==> src/design/spdp_regs.svh <==
// Purpose: constants of the serial store with lower-half write lock
// Assumes: clk_sys at 40 MHz
// Notes: widths of each constant match what it meets
`ifndef SPDP_REGS_SVH
`define SPDP_REGS_SVH
`define SPDP_CLK_NS 25
`define SPDP_FILT_NS 50
`define SPDP_FILT_CYC ((`SPDP_FILT_NS + `SPDP_CLK_NS - 1) / `SPDP_CLK_NS)
`define SPDP_WR_CYCLE_US 5000
`define SPDP_WR_CYC (`SPDP_WR_CYCLE_US * 1000 / `SPDP_CLK_NS)
`define SPDP_FILT_RST 2'h1
`define SPDP_BITS 4'h8
`define SPDP_IDX_MAX 2'h3
`define SPDP_CODE_MEM 4'hA
`define SPDP_CODE_PROT 4'h6
`define SPDP_CODE_TS 4'h3
`define SPDP_REG_CAP 8'h00
`define SPDP_REG_CFG 8'h01
`define SPDP_REG_UPPER 8'h02
`define SPDP_REG_LOWER 8'h03
`define SPDP_REG_CRIT 8'h04
`define SPDP_REG_TEMP 8'h05
`define SPDP_REG_MAKER 8'h06
`define SPDP_REG_PART 8'h07
`define SPDP_REG_TMO 8'h22
`define SPDP_PTR_RST 8'h00
`define SPDP_CAP_RST 16'h0017
`define SPDP_RW_RST 16'h0000
// identity values are arbitrary
`define SPDP_MAKER_ID 16'h5A5A
`define SPDP_PART_ID 16'h0C01
`define SPDP_NV_NONE 2'h0
`define SPDP_NV_REV 2'h1
`define SPDP_NV_PERM 2'h2
`endif

==> src/design/spdp_pkg.sv <==
// Purpose: types of the serial store with lower-half write lock
// Assumes: nothing
// Notes: all enums one-hot
package spdp_pkg;
    typedef enum logic [6:0] {
        ST_IDLE = 7'h01, ST_ADDR = 7'h02, ST_ADDR_ACK = 7'h04, ST_RX = 7'h08,
        ST_RX_ACK = 7'h10, ST_TX = 7'h20, ST_TX_ACK = 7'h40
    } spdp_state_t;
    typedef enum logic [2:0] {PROT_NONE = 3'h1, PROT_REV = 3'h2, PROT_PERM = 3'h4} spdp_prot_t;
    typedef enum logic [3:0] {TGT_NONE = 4'h1, TGT_MEM = 4'h2, TGT_PROT = 4'h4, TGT_TS = 4'h8} spdp_tgt_t;
    typedef enum logic [3:0] {OP_NONE = 4'h1, OP_REV = 4'h2, OP_CLR = 4'h4, OP_PERM = 4'h8} spdp_op_t;
    typedef struct packed {
        logic scl;
        logic sda;
    } spdp_bus_t;
endpackage

==> src/design/spdp_access.sv <==
// Purpose: serial slave for 256-byte store, lock logic and sensor registers
// Assumes: scl_in/sda_in synchronous to clk_sys; lock state kept outside
// Notes: memory and lock are not cleared by rst_n
`timescale 1ns/1ps
`include "spdp_regs.svh"
module spdp_access
    import spdp_pkg::*;
#(
    parameter int unsigned WR_CYC = `SPDP_WR_CYC,
    parameter logic [15:0] MAKER_ID = `SPDP_MAKER_ID,
    parameter logic [15:0] PART_ID = `SPDP_PART_ID
)
(
    input wire logic clk_sys,
    input wire logic rst_n,
    input wire logic scl_in,
    input wire logic sda_in,
    output logic sda_out,
    output logic sda_oe,
    input wire logic [2:0] addr_sel,
    input wire logic hv_detect_in,
    input wire logic [1:0] nv_prot_init,
    input wire logic [15:0] temp_value_in,
    output logic [1:0] prot_state_o,
    output logic wr_busy_o
);
    localparam logic [1:0] FILT_RST = `SPDP_FILT_RST;

    spdp_state_t state_r;
    spdp_prot_t prot_r;
    spdp_tgt_t tgt_r, tgt_d;
    spdp_op_t op_r, op_d, pend_op_r, wr_op_r;
    spdp_bus_t filt, prev_r;
    logic filt_a [2];
    logic [1:0] raw_v;
    logic hv_s1_r, hv_s2_r, por_hold_r;
    logic scl_rise, scl_fall, bus_start, bus_stop;
    logic [3:0] bitcnt_r;
    logic [7:0] shift_r, tx_sh_r, tx_byte, addr_cnt_r, ptr_r, hi_r;
    logic [1:0] byte_idx_r, prot_o_r;
    logic ack_en_r, rw_r, mack_r, addr_ack_d, data_ack_d;
    logic addr_done, data_done, tx_load, commit_ok;
    logic pend_mem_r, wr_mem_r, wr_busy_r, wr_end;
    logic [31:0] wr_tmr_r;
    logic [7:0] buf_a [16];
    logic [15:0] buf_v_r;
    logic [7:0] mem_a [256];
    logic [15:0] cfg_r, upper_r, lower_r, crit_r, tmo_r, ts_rd;
    logic sda_oe_r, sda_out_r;

    // ****************
    // input filter
    // ****************
    assign raw_v = {scl_in, sda_in};
    for (genvar g = 0; g < 2; g++)
    begin : g_filt
        logic [1:0] cnt_r;
        always_ff @(posedge clk_sys)
        begin
            if (!rst_n)
            begin
                filt_a[g] <= FILT_RST[g];
                cnt_r <= 2'h0;
            end
            else if (raw_v[g] == filt_a[g])
                cnt_r <= 2'h0;
            else if (cnt_r == 2'(`SPDP_FILT_CYC - 1))
            begin
                filt_a[g] <= raw_v[g];
                cnt_r <= 2'h0;
            end
            else
                cnt_r <= cnt_r + 2'h1;
        end
    end
    assign filt = spdp_bus_t'({filt_a[1], filt_a[0]});

    always_ff @(posedge clk_sys)
    begin
        if (!rst_n)
        begin
            prev_r <= spdp_bus_t'(FILT_RST);
            hv_s1_r <= 1'b0;
            hv_s2_r <= 1'b0;
            por_hold_r <= 1'b1;
        end
        else
        begin
            prev_r <= filt;
            hv_s1_r <= hv_detect_in;
            hv_s2_r <= hv_s1_r;
            if (filt.scl)
                por_hold_r <= 1'b0;
        end
    end

    assign scl_rise = filt.scl & ~prev_r.scl;
    assign scl_fall = ~filt.scl & prev_r.scl;
    assign bus_start = filt.scl & prev_r.scl & prev_r.sda & ~filt.sda;
    assign bus_stop = filt.scl & prev_r.scl & ~prev_r.sda & filt.sda;
    assign addr_done = scl_fall && state_r == ST_ADDR && bitcnt_r == `SPDP_BITS;
    assign data_done = scl_fall && state_r == ST_RX && bitcnt_r == `SPDP_BITS;
    assign tx_load = scl_fall && ((state_r == ST_ADDR_ACK && ack_en_r && rw_r && tgt_r != TGT_PROT)
        || (state_r == ST_TX_ACK && mack_r));
    assign wr_end = wr_busy_r && wr_tmr_r == 32'h1;
    assign commit_ok = !(prot_r == PROT_NONE && op_r == OP_CLR);

    // ****************
    // decode and answers
    // ****************
    always_comb
    begin
        op_d = OP_NONE;
        tgt_d = TGT_NONE;
        addr_ack_d = 1'b0;
        if (shift_r[7:4] == `SPDP_CODE_MEM && shift_r[3:1] == addr_sel)
        begin
            tgt_d = TGT_MEM;
            addr_ack_d = !wr_busy_r;
        end
        else if (shift_r[7:4] == `SPDP_CODE_TS && shift_r[3:1] == addr_sel)
        begin
            tgt_d = TGT_TS;
            addr_ack_d = 1'b1;
        end
        else if (shift_r[7:4] == `SPDP_CODE_PROT)
        begin
            // selector levels pick the command; the rw bit only picks query
            if (hv_s2_r && shift_r[3:2] == 2'h0)
                op_d = OP_REV;
            else if (hv_s2_r && shift_r[3:2] == 2'h1)
                op_d = OP_CLR;
            else if (!hv_s2_r && shift_r[3:1] == addr_sel)
                op_d = OP_PERM;
            if (op_d != OP_NONE)
            begin
                tgt_d = TGT_PROT;
                // same answer for command and query byte
                addr_ack_d = !wr_busy_r && prot_r != PROT_PERM && !(prot_r == PROT_REV && op_d == OP_REV);
            end
        end
    end

    always_comb
    begin
        case (tgt_r)
            TGT_MEM: data_ack_d = byte_idx_r == 2'h0 || prot_r == PROT_NONE || addr_cnt_r[7];
            TGT_PROT: data_ack_d = ack_en_r;
            TGT_TS: data_ack_d = 1'b1;
            default: data_ack_d = 1'b0;
        endcase
    end

    always_comb
    begin
        case (ptr_r)
            `SPDP_REG_CAP: ts_rd = `SPDP_CAP_RST;
            `SPDP_REG_CFG: ts_rd = cfg_r;
            `SPDP_REG_UPPER: ts_rd = upper_r;
            `SPDP_REG_LOWER: ts_rd = lower_r;
            `SPDP_REG_CRIT: ts_rd = crit_r;
            `SPDP_REG_TEMP: ts_rd = temp_value_in;
            `SPDP_REG_MAKER: ts_rd = MAKER_ID;
            `SPDP_REG_PART: ts_rd = PART_ID;
            `SPDP_REG_TMO: ts_rd = tmo_r;
            default: ts_rd = 16'h0000;
        endcase
    end

    always_comb
    begin
        case (tgt_r)
            TGT_MEM: tx_byte = mem_a[addr_cnt_r];
            TGT_TS: tx_byte = byte_idx_r[0] ? ts_rd[7:0] : ts_rd[15:8];
            default: tx_byte = 8'hFF;
        endcase
    end

    // ****************
    // bit engine
    // ****************
    always_ff @(posedge clk_sys)
    begin
        if (!rst_n || por_hold_r)
        begin
            state_r <= ST_IDLE;
            bitcnt_r <= 4'h0;
            shift_r <= 8'h00;
            tx_sh_r <= 8'hFF;
            mack_r <= 1'b0;
            sda_oe_r <= 1'b0;
        end
        else if (bus_start)
        begin
            state_r <= ST_ADDR;
            bitcnt_r <= 4'h0;
            sda_oe_r <= 1'b0;
        end
        else if (bus_stop)
        begin
            state_r <= ST_IDLE;
            sda_oe_r <= 1'b0;
        end
        else
        begin
            case (state_r)
                ST_ADDR, ST_RX:
                begin
                    if (scl_rise)
                    begin
                        shift_r <= {shift_r[6:0], filt.sda};
                        bitcnt_r <= bitcnt_r + 4'h1;
                    end
                    else if (addr_done)
                    begin
                        state_r <= ST_ADDR_ACK;
                        sda_oe_r <= addr_ack_d;
                    end
                    else if (data_done)
                    begin
                        state_r <= ST_RX_ACK;
                        sda_oe_r <= data_ack_d;
                    end
                end
                ST_ADDR_ACK:
                begin
                    if (tx_load)
                    begin
                        state_r <= ST_TX;
                        tx_sh_r <= tx_byte;
                        sda_oe_r <= !tx_byte[7];
                        bitcnt_r <= 4'h0;
                    end
                    else if (scl_fall)
                    begin
                        // a query is done after its command byte
                        state_r <= (ack_en_r && !rw_r) ? ST_RX : ST_IDLE;
                        sda_oe_r <= 1'b0;
                        bitcnt_r <= 4'h0;
                    end
                end
                ST_RX_ACK:
                begin
                    if (scl_fall)
                    begin
                        state_r <= ST_RX;
                        sda_oe_r <= 1'b0;
                        bitcnt_r <= 4'h0;
                    end
                end
                ST_TX:
                begin
                    if (scl_rise)
                        bitcnt_r <= bitcnt_r + 4'h1;
                    else if (scl_fall && bitcnt_r == `SPDP_BITS)
                    begin
                        state_r <= ST_TX_ACK;
                        sda_oe_r <= 1'b0;
                    end
                    else if (scl_fall)
                    begin
                        tx_sh_r <= {tx_sh_r[6:0], 1'b1};
                        sda_oe_r <= !tx_sh_r[6];
                    end
                end
                ST_TX_ACK:
                begin
                    if (scl_rise)
                        mack_r <= !filt.sda;
                    else if (tx_load)
                    begin
                        state_r <= ST_TX;
                        tx_sh_r <= tx_byte;
                        sda_oe_r <= !tx_byte[7];
                        bitcnt_r <= 4'h0;
                    end
                    else if (scl_fall)
                        state_r <= ST_IDLE;
                end
                default: state_r <= ST_IDLE;
            endcase
        end
    end

    // ****************
    // transaction state
    // ****************
    always_ff @(posedge clk_sys)
    begin
        if (!rst_n)
        begin
            tgt_r <= TGT_NONE;
            op_r <= OP_NONE;
            ack_en_r <= 1'b0;
            rw_r <= 1'b0;
            byte_idx_r <= 2'h0;
            addr_cnt_r <= 8'h00;
            ptr_r <= `SPDP_PTR_RST;
            hi_r <= 8'h00;
            buf_v_r <= 16'h0000;
            pend_mem_r <= 1'b0;
            pend_op_r <= OP_NONE;
        end
        else if (bus_start || bus_stop)
        begin
            // stop hands the pending write to the write timer; a restart drops it
            pend_mem_r <= 1'b0;
            pend_op_r <= OP_NONE;
        end
        else if (addr_done)
        begin
            tgt_r <= tgt_d;
            op_r <= op_d;
            ack_en_r <= addr_ack_d;
            rw_r <= shift_r[0];
            byte_idx_r <= 2'h0;
            if (tgt_d == TGT_MEM && !shift_r[0] && addr_ack_d)
                buf_v_r <= 16'h0000;
        end
        else if (data_done)
        begin
            if (byte_idx_r != `SPDP_IDX_MAX)
                byte_idx_r <= byte_idx_r + 2'h1;
            case (tgt_r)
                TGT_MEM:
                begin
                    if (byte_idx_r == 2'h0)
                        addr_cnt_r <= shift_r;
                    else if (data_ack_d)
                    begin
                        buf_a[addr_cnt_r[3:0]] <= shift_r;
                        buf_v_r[addr_cnt_r[3:0]] <= 1'b1;
                        addr_cnt_r[3:0] <= addr_cnt_r[3:0] + 4'h1;
                        pend_mem_r <= 1'b1;
                    end
                end
                TGT_PROT:
                begin
                    // only the frame length counts, never the byte values
                    if (byte_idx_r == 2'h1 && ack_en_r && commit_ok)
                        pend_op_r <= op_r;
                end
                TGT_TS:
                begin
                    if (byte_idx_r == 2'h0)
                        ptr_r <= shift_r;
                    else if (byte_idx_r == 2'h1)
                        hi_r <= shift_r;
                end
                default: ;
            endcase
        end
        else if (tx_load)
        begin
            if (tgt_r == TGT_MEM)
                addr_cnt_r <= addr_cnt_r + 8'h01;
            byte_idx_r <= {1'b0, ~byte_idx_r[0]};
        end
    end

    // ****************
    // sensor registers
    // ****************
    always_ff @(posedge clk_sys)
    begin
        if (!rst_n)
        begin
            cfg_r <= `SPDP_RW_RST;
            upper_r <= `SPDP_RW_RST;
            lower_r <= `SPDP_RW_RST;
            crit_r <= `SPDP_RW_RST;
            tmo_r <= `SPDP_RW_RST;
        end
        else if (data_done && tgt_r == TGT_TS && byte_idx_r == 2'h2)
        begin
            case (ptr_r)
                `SPDP_REG_CFG: cfg_r <= {hi_r, shift_r};
                `SPDP_REG_UPPER: upper_r <= {hi_r, shift_r};
                `SPDP_REG_LOWER: lower_r <= {hi_r, shift_r};
                `SPDP_REG_CRIT: crit_r <= {hi_r, shift_r};
                `SPDP_REG_TMO: tmo_r <= {hi_r, shift_r};
                default: ; // read-only and reserved left unchanged
            endcase
        end
    end

    // ****************
    // write cycle and lock state
    // ****************
    always_ff @(posedge clk_sys)
    begin
        if (!rst_n)
        begin
            wr_busy_r <= 1'b0;
            wr_tmr_r <= 32'h0;
            wr_mem_r <= 1'b0;
            wr_op_r <= OP_NONE;
            case (nv_prot_init) // lock survives reset through the outside store
                `SPDP_NV_REV: prot_r <= PROT_REV;
                `SPDP_NV_PERM: prot_r <= PROT_PERM;
                default: prot_r <= PROT_NONE;
            endcase
        end
        else if (wr_busy_r)
        begin
            if (wr_end)
            begin
                wr_busy_r <= 1'b0;
                wr_tmr_r <= 32'h0;
                if (prot_r != PROT_PERM)
                begin
                    case (wr_op_r)
                        OP_REV: prot_r <= PROT_REV;
                        OP_CLR: prot_r <= PROT_NONE;
                        OP_PERM: prot_r <= PROT_PERM;
                        default: ;
                    endcase
                end
            end
            else
                wr_tmr_r <= wr_tmr_r - 32'h1;
        end
        else if (bus_stop && (pend_mem_r || pend_op_r != OP_NONE))
        begin
            wr_busy_r <= 1'b1;
            wr_tmr_r <= WR_CYC;
            wr_mem_r <= pend_mem_r;
            wr_op_r <= pend_op_r;
        end
    end

    always_ff @(posedge clk_sys)
    begin
        if (wr_end && wr_mem_r)
        begin
            for (int i = 0; i < 16; i++)
            begin
                if (buf_v_r[i])
                    mem_a[{addr_cnt_r[7:4], 4'(i)}] <= buf_a[i];
            end
        end
    end

    always_ff @(posedge clk_sys)
    begin
        if (!rst_n)
        begin
            prot_o_r <= `SPDP_NV_NONE;
            sda_out_r <= 1'b0;
        end
        else
        begin
            case (prot_r)
                PROT_REV: prot_o_r <= `SPDP_NV_REV;
                PROT_PERM: prot_o_r <= `SPDP_NV_PERM;
                default: prot_o_r <= `SPDP_NV_NONE;
            endcase
        end
    end

    assign sda_oe = sda_oe_r;
    assign sda_out = sda_out_r;
    assign prot_state_o = prot_o_r;
    assign wr_busy_o = wr_busy_r;
endmodule // spdp_access

==> config.mk <==
export PLATFORM = sky130hd
export DESIGN_NAME = spdp_access
export DESIGN_NICKNAME = d
export VERILOG_FILES = /design/src/design/spdp_pkg.sv /design/src/design/spdp_access.sv
export VERILOG_INCLUDE_DIRS = /design/src /design/src/design
export SDC_FILE = /design/constraint.sdc
export NUM_CORES = 2
export LEC_CHECK = 0
export BUFFER_PORTS_ARGS = -buffer_cell sky130_fd_sc_hd__buf_2
export CORE_UTILIZATION = 52
export DETAILED_ROUTE_END_ITERATION = 10
export PLACE_DENSITY = 0.73
export SYNTH_ARGS = -nofsm -noshare
export SYNTH_HDL_FRONTEND = slang
export SYNTH_SLANG_ARGS = --single-unit
==> constraint.sdc <==
create_clock -name clk_sys -period 9.97 [get_ports clk_sys]
set_input_delay 1.994 -clock clk_sys [delete_from_list [all_inputs] [get_ports clk_sys]]
set_output_delay 1.994 -clock clk_sys [all_outputs]
set_load 0.01 [all_outputs]
Word-level counts from Yosys, hierarchy flattened
Memory sizes are Yosys's and may differ from the RTL's.
Index checks and enable logic that the tools add are counted.
{"block": "totals", "register_bits": 218, "latch_bits": 0, "ram_bits": 2178, "romBits": 0, "inputBits": 26, "output_inout_bits": 5, "wordCells": 393, "mem_count": 3}
{"name": "mem_a", "words": 256, "word_bits": 8, "rd": 1, "rd_clocked_by_memory_dff": 0, "write_ports": 16, "line_no": "spdp_access.sv:47", "text": "logic [7:0] mem_a [256];"}
{"name": "buf_a", "words": 16, "word_bits": 8, "rd": 16, "rd_clocked_by_memory_dff": 0, "write_ports": 1, "line_no": "spdp_access.sv:45", "text": "logic [7:0] buf_a [16];"}
{"name": "filt_a", "words": 2, "word_bits": 1, "rd": 2, "rd_clocked_by_memory_dff": 0, "write_ports": 2, "line_no": "spdp_access.sv:34", "text": "logic filt_a [2];"}
{"block": "op_classes", "n_addsub": 7, "mul": 0, "div_mod_pow": 0, "n_lt_le_gt_ge": 2, "eq_ne": 76, "shifts": 0, "mux": 158, "bitwise_logic": 22, "n_reduce_logical": 88}
{"op": "$pmux 16 s9", "count": 1}
{"op": "$mux 16", "count": 6}
{"op": "$mux 32", "count": 3}
{"op": "$mux 1", "count": 85}
{"op": "$mux 4", "count": 20}
{"op": "$mux 8", "count": 10}
{"op": "$mux 7", "count": 11}
{"op": "$pmux 7 s5", "count": 1}
{"op": "$eq 32x1->1 const B", "count": 1}
{"op": "$eq 8x3->1 const B", "count": 4}
{"op": "$sub 32x1->32 const B", "count": 1}
{"op": "$logic_and 1x1->1", "count": 30}
{"op": "$reduce_and 5->1", "count": 5}
{"op": "$pmux 8 s3", "count": 1}
{"op": "$eq 4x2->1 const B", "count": 5}
{"op": "$ne 2x2->1 const B", "count": 10}
{"op": "$ne 4x4->1 const B", "count": 5}
{"op": "$mux 3", "count": 6}
{"op": "$eq 4x3->1 const B", "count": 4}
{"op": "$eq 4x4->1 const B", "count": 4}
{"op": "$eq 8x2->1 const B", "count": 2}
{"op": "$or 16x16->16", "count": 1}
{"op": "$pmux 4 s4", "count": 1}
{"op": "$pmux 8 s2", "count": 1}
{"op": "other kinds (52)", "count": 135}

Longest topological paths before layout
{"block": "logic_depth", "word_depth": 19, "depth_mapped": 14, "depth_no_buf": 10}

Worst setup path before layout
Ideal clock, no wire load.
{"block": "synth_timing", "path_kind": "input port to flip-flop", "startpoint": "input addr_sel[1]", "endpoint": "register buf_v_r[6]", "setup_ns": 0.065, "arrival_time_ns": 3.622, "required_time_ns": 9.905, "slack_ns": 6.282, "cell_stages": 9, "n_path_buf": 1, "path_cell_list": "xor2_1 > nor4_1 > nand3b_1 > nor2_1 > nand2_1 > a211oi_2 > buf_2 > a31oi_1 > nor2_1"}
{"block": "synth_between", "elab_chain_cells": 19, "elab_cells_between_ends": 28, "classes_between": "eq/ne: 5; mux: 14; reduce/logical: 9"}
{"element": "from (decl)", "line_no": "spdp_access.sv:20", "text": "input wire logic [2:0] addr_sel,"}
{"element": "$eq 3x3->1 (*)", "line_no": "spdp_access.sv:116, spdp_access.sv:121, spdp_access.sv:133"}
{"element": "branches (longest 15 deep; another with $mux 4)"}
{"element": "$logic_and 1x1->1 (*)", "line_no": "spdp_access.sv:317", "text": "if (tgt_d == TGT_MEM && !shift_r[0] && addr_ack_d)"}
{"element": "$ne 2x1->1 (no line) (*)"}
{"element": "$reduce_and 6->1 (no line) (*)"}
{"element": "to (signal assigned)", "line_no": "spdp_access.sv:300", "text": "buf_v_r <= 16'h0000;"}
{"element": "to (signal assigned)", "line_no": "spdp_access.sv:318", "text": "buf_v_r <= 16'h0000;"}
{"element": "to (signal, indexed assignment)", "line_no": "spdp_access.sv:332", "text": "buf_v_r[addr_cnt_r[3:0]] <= 1'b1;"}
{"element": "to (decl)", "line_no": "spdp_access.sv:46", "text": "logic [15:0] buf_v_r;"}
Every way passes the cells marked *. The select of a mux whose other input is x is not followed.
A chain may end at the register's enable or synchronous reset.

Worst setup path after layout
{"block": "layout_timing", "startpoint": "register addr_cnt_r[2]", "endpoint": "register tx_sh_r[0]"}
{"block": "layout_between", "elab_chain_cells": 5}
{"element": "from (decl)", "line_no": "spdp_access.sv:39", "text": "logic [7:0] shift_r, tx_sh_r, tx_byte, addr_cnt_r, ptr_r, hi_r;"}
{"element": "from (signal assigned)", "line_no": "spdp_access.sv:328", "text": "addr_cnt_r <= shift_r;"}
{"element": "from (signal assigned)", "line_no": "spdp_access.sv:333", "text": "addr_cnt_r[3:0] <= addr_cnt_r[3:0] + 4'h1;"}
{"element": "from (signal assigned)", "line_no": "spdp_access.sv:356", "text": "addr_cnt_r <= addr_cnt_r + 8'h01;"}
{"element": "$mem_v2 256x8 (*)"}
{"element": "$pmux 8 s2 (*)", "line_no": "spdp_access.sv:172", "text": "case (tgt_r)"}
{"element": "$mux 8 (*)", "line_no": "spdp_access.sv:227, spdp_access.sv:270"}
{"element": "$mux 8", "line_no": "spdp_access.sv:268", "text": "if (scl_rise)"}
{"element": "$pmux 8 s3 (*)", "line_no": "spdp_access.sv:206", "text": "case (state_r)"}
{"element": "to (signal assigned)", "line_no": "spdp_access.sv:230", "text": "tx_sh_r <= tx_byte;"}
{"element": "to (signal assigned)", "line_no": "spdp_access.sv:262", "text": "tx_sh_r <= {tx_sh_r[6:0], 1'b1};"}
{"element": "to (signal assigned)", "line_no": "spdp_access.sv:273", "text": "tx_sh_r <= tx_byte;"}
{"element": "to (decl)", "line_no": "spdp_access.sv:39"}
Every way passes the cells marked *; elsewhere a longest branch is shown, timed or not. The select of a mux whose other input is x is not followed.

==> results_dict.tcl <==
set metrics [dict create \
    outcome "complete, but fails checks" \
    violations "max-capacitance violations, max-slew violations" \
    synthArstFlopShare 0 \
    endpoint_kind "flop" \
    ioPinCount 31 \
    cp_slowest_cell "nor4bb_1" \
    clockRootBuffer "clkbuf_16" \
    htree_num_levels 4 \
    nets 5271 \
    crit_chain "buf_12, and2_1, buf_4, a22o_1, nor4_1, nor4bb_1, and3_1, a41oi_1, nor3b_1, o21ai_0" \
    synth_top_family_by_area "multiplexers" \
    synth_xor_area_frac 0.001578 \
    relSlewSlack -0.06687 \
    yosys-top-cells-area "edfxtp_1, mux4_2, dfxtp_1, mux2i_1, nor2_1" \
    hold_viol 0 \
    hold_ws_ps 428.0 \
    leakage_uw 0.03250 \
    grt_max_degree 127 \
    grt_antenna_before_repair 38 \
    max-cap-violations 2 \
    synth_compound_area_frac 0.03815 \
    synth_top_area_cell "edfxtp_1" \
    grtUsageTotal 0.3590 \
    cpPeakStageDelay_ps 1330 \
    synthAdderAreaFrac 0.002122 \
    port_buffers 29 \
    cts_tree "done" \
    rsz0062_at_grt "false" \
    finalPower_uw 19340 \
    cts_resized 0 \
    finish.utilization 0.5808 \
    cts_setup_buffers 0 \
    via_per_inst 7.101 \
    r2r_cells 10 \
    synth_fp_nets 5200 \
    synthFlopType "edfxtp_1" \
    irDropWorstVdd_mv 0.1811 \
    synth.mux.area_fraction 0.1458 \
    drt_pass1_iterations 8 \
    timing.fmax_ghz 0.1977 \
    crit_arrival_ps 5840 \
    die_w_um 427.9 \
    die_area_sq_um 183100 \
    syn_area_per_cell_sq_um 18.29 \
    fin_crit_sh 0.5075 \
    hold_buffers 0 \
    coreArea_sq_um 179400 \
    grt_pass1_wl_mm 442.2 \
    grt_remaining_overflow 0 \
    synth_simple_gate_area_frac 0.05342 \
    crit_path_max_fanout 91 \
    gp_congestion 1.078 \
    critical_path_class "flop to flop" \
    seq_area_frac_synth 0.7396 \
    worst_pin_slew_ps 1579 \
    place_hpwl_mm 212.0 \
    skew_ps 57.62 \
    synth.top_cell.area_share 0.6940 \
    cts.sinks 2395 \
    hold_depth 1 \
    area_delta_synth_final_pct 10.46 \
    insertion_delay_ps 910 \
    clockBufferDepth 3 \
    wl_mm 332.1 \
    clk_pin_slew_ps 70 \
    slew_violations 4 \
    synth_seq_cells 2395 \
    rows 155 \
    netlist_area_sq_um 94330 \
    drc 0 \
    power_density_nw_per_um2 185.6 \
    drtAntennaViolNets 0 \
    fin_tns_setup_ps 0 \
    min_period_ps 5059 \
    post_route_cells_drive_above_1_share 0.1929 \
    wl_per_cell_um 42.65 \
    stdcell_count 7787 \
    start_util 0.5258 \
    synth_cells 5158 \
    worstPathRequired_ps 10750 \
    grt_pass1_vias 52080 \
    cp-start-kind "flop" \
    cts_made_buffers 222 \
    finalSetupViolations 0 \
    hold_path_class "flop to flop" \
    synth_common_cells "edfxtp_1, mux4_2, nor2_1" \
    vias 55300 \
    synth_edf_count 2180 \
    yosysMostFrequentCell "edfxtp_1" \
    synth_warnings 0 \
    placed_cells 7360 \
    die_y_um 427.9 \
    ys_types 87 \
    drtIter0Drc 10240 \
]
-- sequential cells by signal, indices dropped and copies added (netlist names), 16 cells and up --
| name | flops |
|---|---|
| wr_tmr_r | 32 |
| mem_a | 2048 |
| buf_v_r | 16 |
| lower_r | 16 |
| cfg_r | 16 |
| crit_r | 16 |
| buf_a | 128 |
| upper_r | 16 |
| tmo_r | 16 |
-- per-stage QoR --
stage          setup slack [ps]  instance area (sq um)
2_1_floorplan              6282                  94330
3_3_place_gp               4901                  96960
3_5_place_dp               4737                  96960
4_1_cts                    5239                 104200
5_1_grt                    5040                 104200
6_report                   4911                 104200
-- critical path, delay by kind of cell, from the launching register on --
kind / cells / cell delay, ps
and+or+nand+nor: 5 / 2490
buffers and inverters: 2 / 900
DFF: 1 / 690
AOI/OAI and AO/OA: 3 / 600
-- power breakdown --
group,internal (uW),switching (uW),total (uW)
Clock,4680,3840,8520
Sequential,10800,2.85,10800
Combinational,9.88,24.8,34.6
Total,15500,3870,19300
-- metal layers --
metal | up-vias | track usage | wire length (um) | share of wire
met4 | 12 | 0.2487 | 28400 | 0.085
met5 | - | 0.003383 | 163 | 0.00049
li1 | 20880 | - | - | -
met1 | 28290 | 0.4511 | 109000 | 0.33
met2 | 5095 | 0.5235 | 145400 | 0.44
met3 | 1022 | 0.1268 | 49220 | 0.15
-- layout by cell type, fill, tap and decap left out, types with 13 or more instances in the layout --
cell,instances
o22ai_1,40
o211ai_1,13
clkinv_2,29
nand2_1,264
edfxtp_1,2180
inv_1,34
ha_1,16
bufinv_16,18
a21oi_1,162
nor2b_1,28
clkbuf_1,54
o21ai_0,69
dfxtp_1,209
mux2_2,27
nand3_1,81
diode_2,14
clkinv_1,44
mux2i_1,224
nand2b_1,18
and2_1,22
nor3_1,39
buf_4,123
nor2_1,482
a22o_1,14
buf_2,29
nand4_1,24
mux4_2,486
clkbuf_16,223
and3_1,16
a22oi_1,63
a31oi_1,34
xor2_1,13
a211oi_1,22
nor4_1,27
a221oi_1,24
-- logic make-up after synthesis --
kind of cell / count (synthesis)
and+or+nand+nor: 1089
muxes: 747
DFF: 2395
adders and majority gates: 16
AOI/OAI and AO/OA: 542
buffers and inverters: 351
xor gates and xnor gates: 17
other: 1
-- layout make-up --
class | count | area (sq um)
Multi-Input combinational cell | 2412 | 22830
Antenna cell | 14 | 35.03
Timing Repair Buffer | 161 | 1249
Fill cell | 12900 | 75200
Tap cell | 2355 | 2947
Sequential cell | 2395 | 69780
Clock inverter | 125 | 1264
Clock buffer | 288 | 5934
Inverter | 37 | 148.9
-- final timing paths --
path | startpoint | endpoint | slack, ps
max | addr_cnt_r[2] | tx_sh_r[0] | 4910
min | g_filt[1].cnt_r[0] | g_filt[1].cnt_r[0] | 430
max reg2reg | addr_cnt_r[2] | tx_sh_r[0] | 4910
min reg2reg | g_filt[1].cnt_r[0] | g_filt[1].cnt_r[0] | 430
No activity file was read; power rests on OpenSTA's default activity.
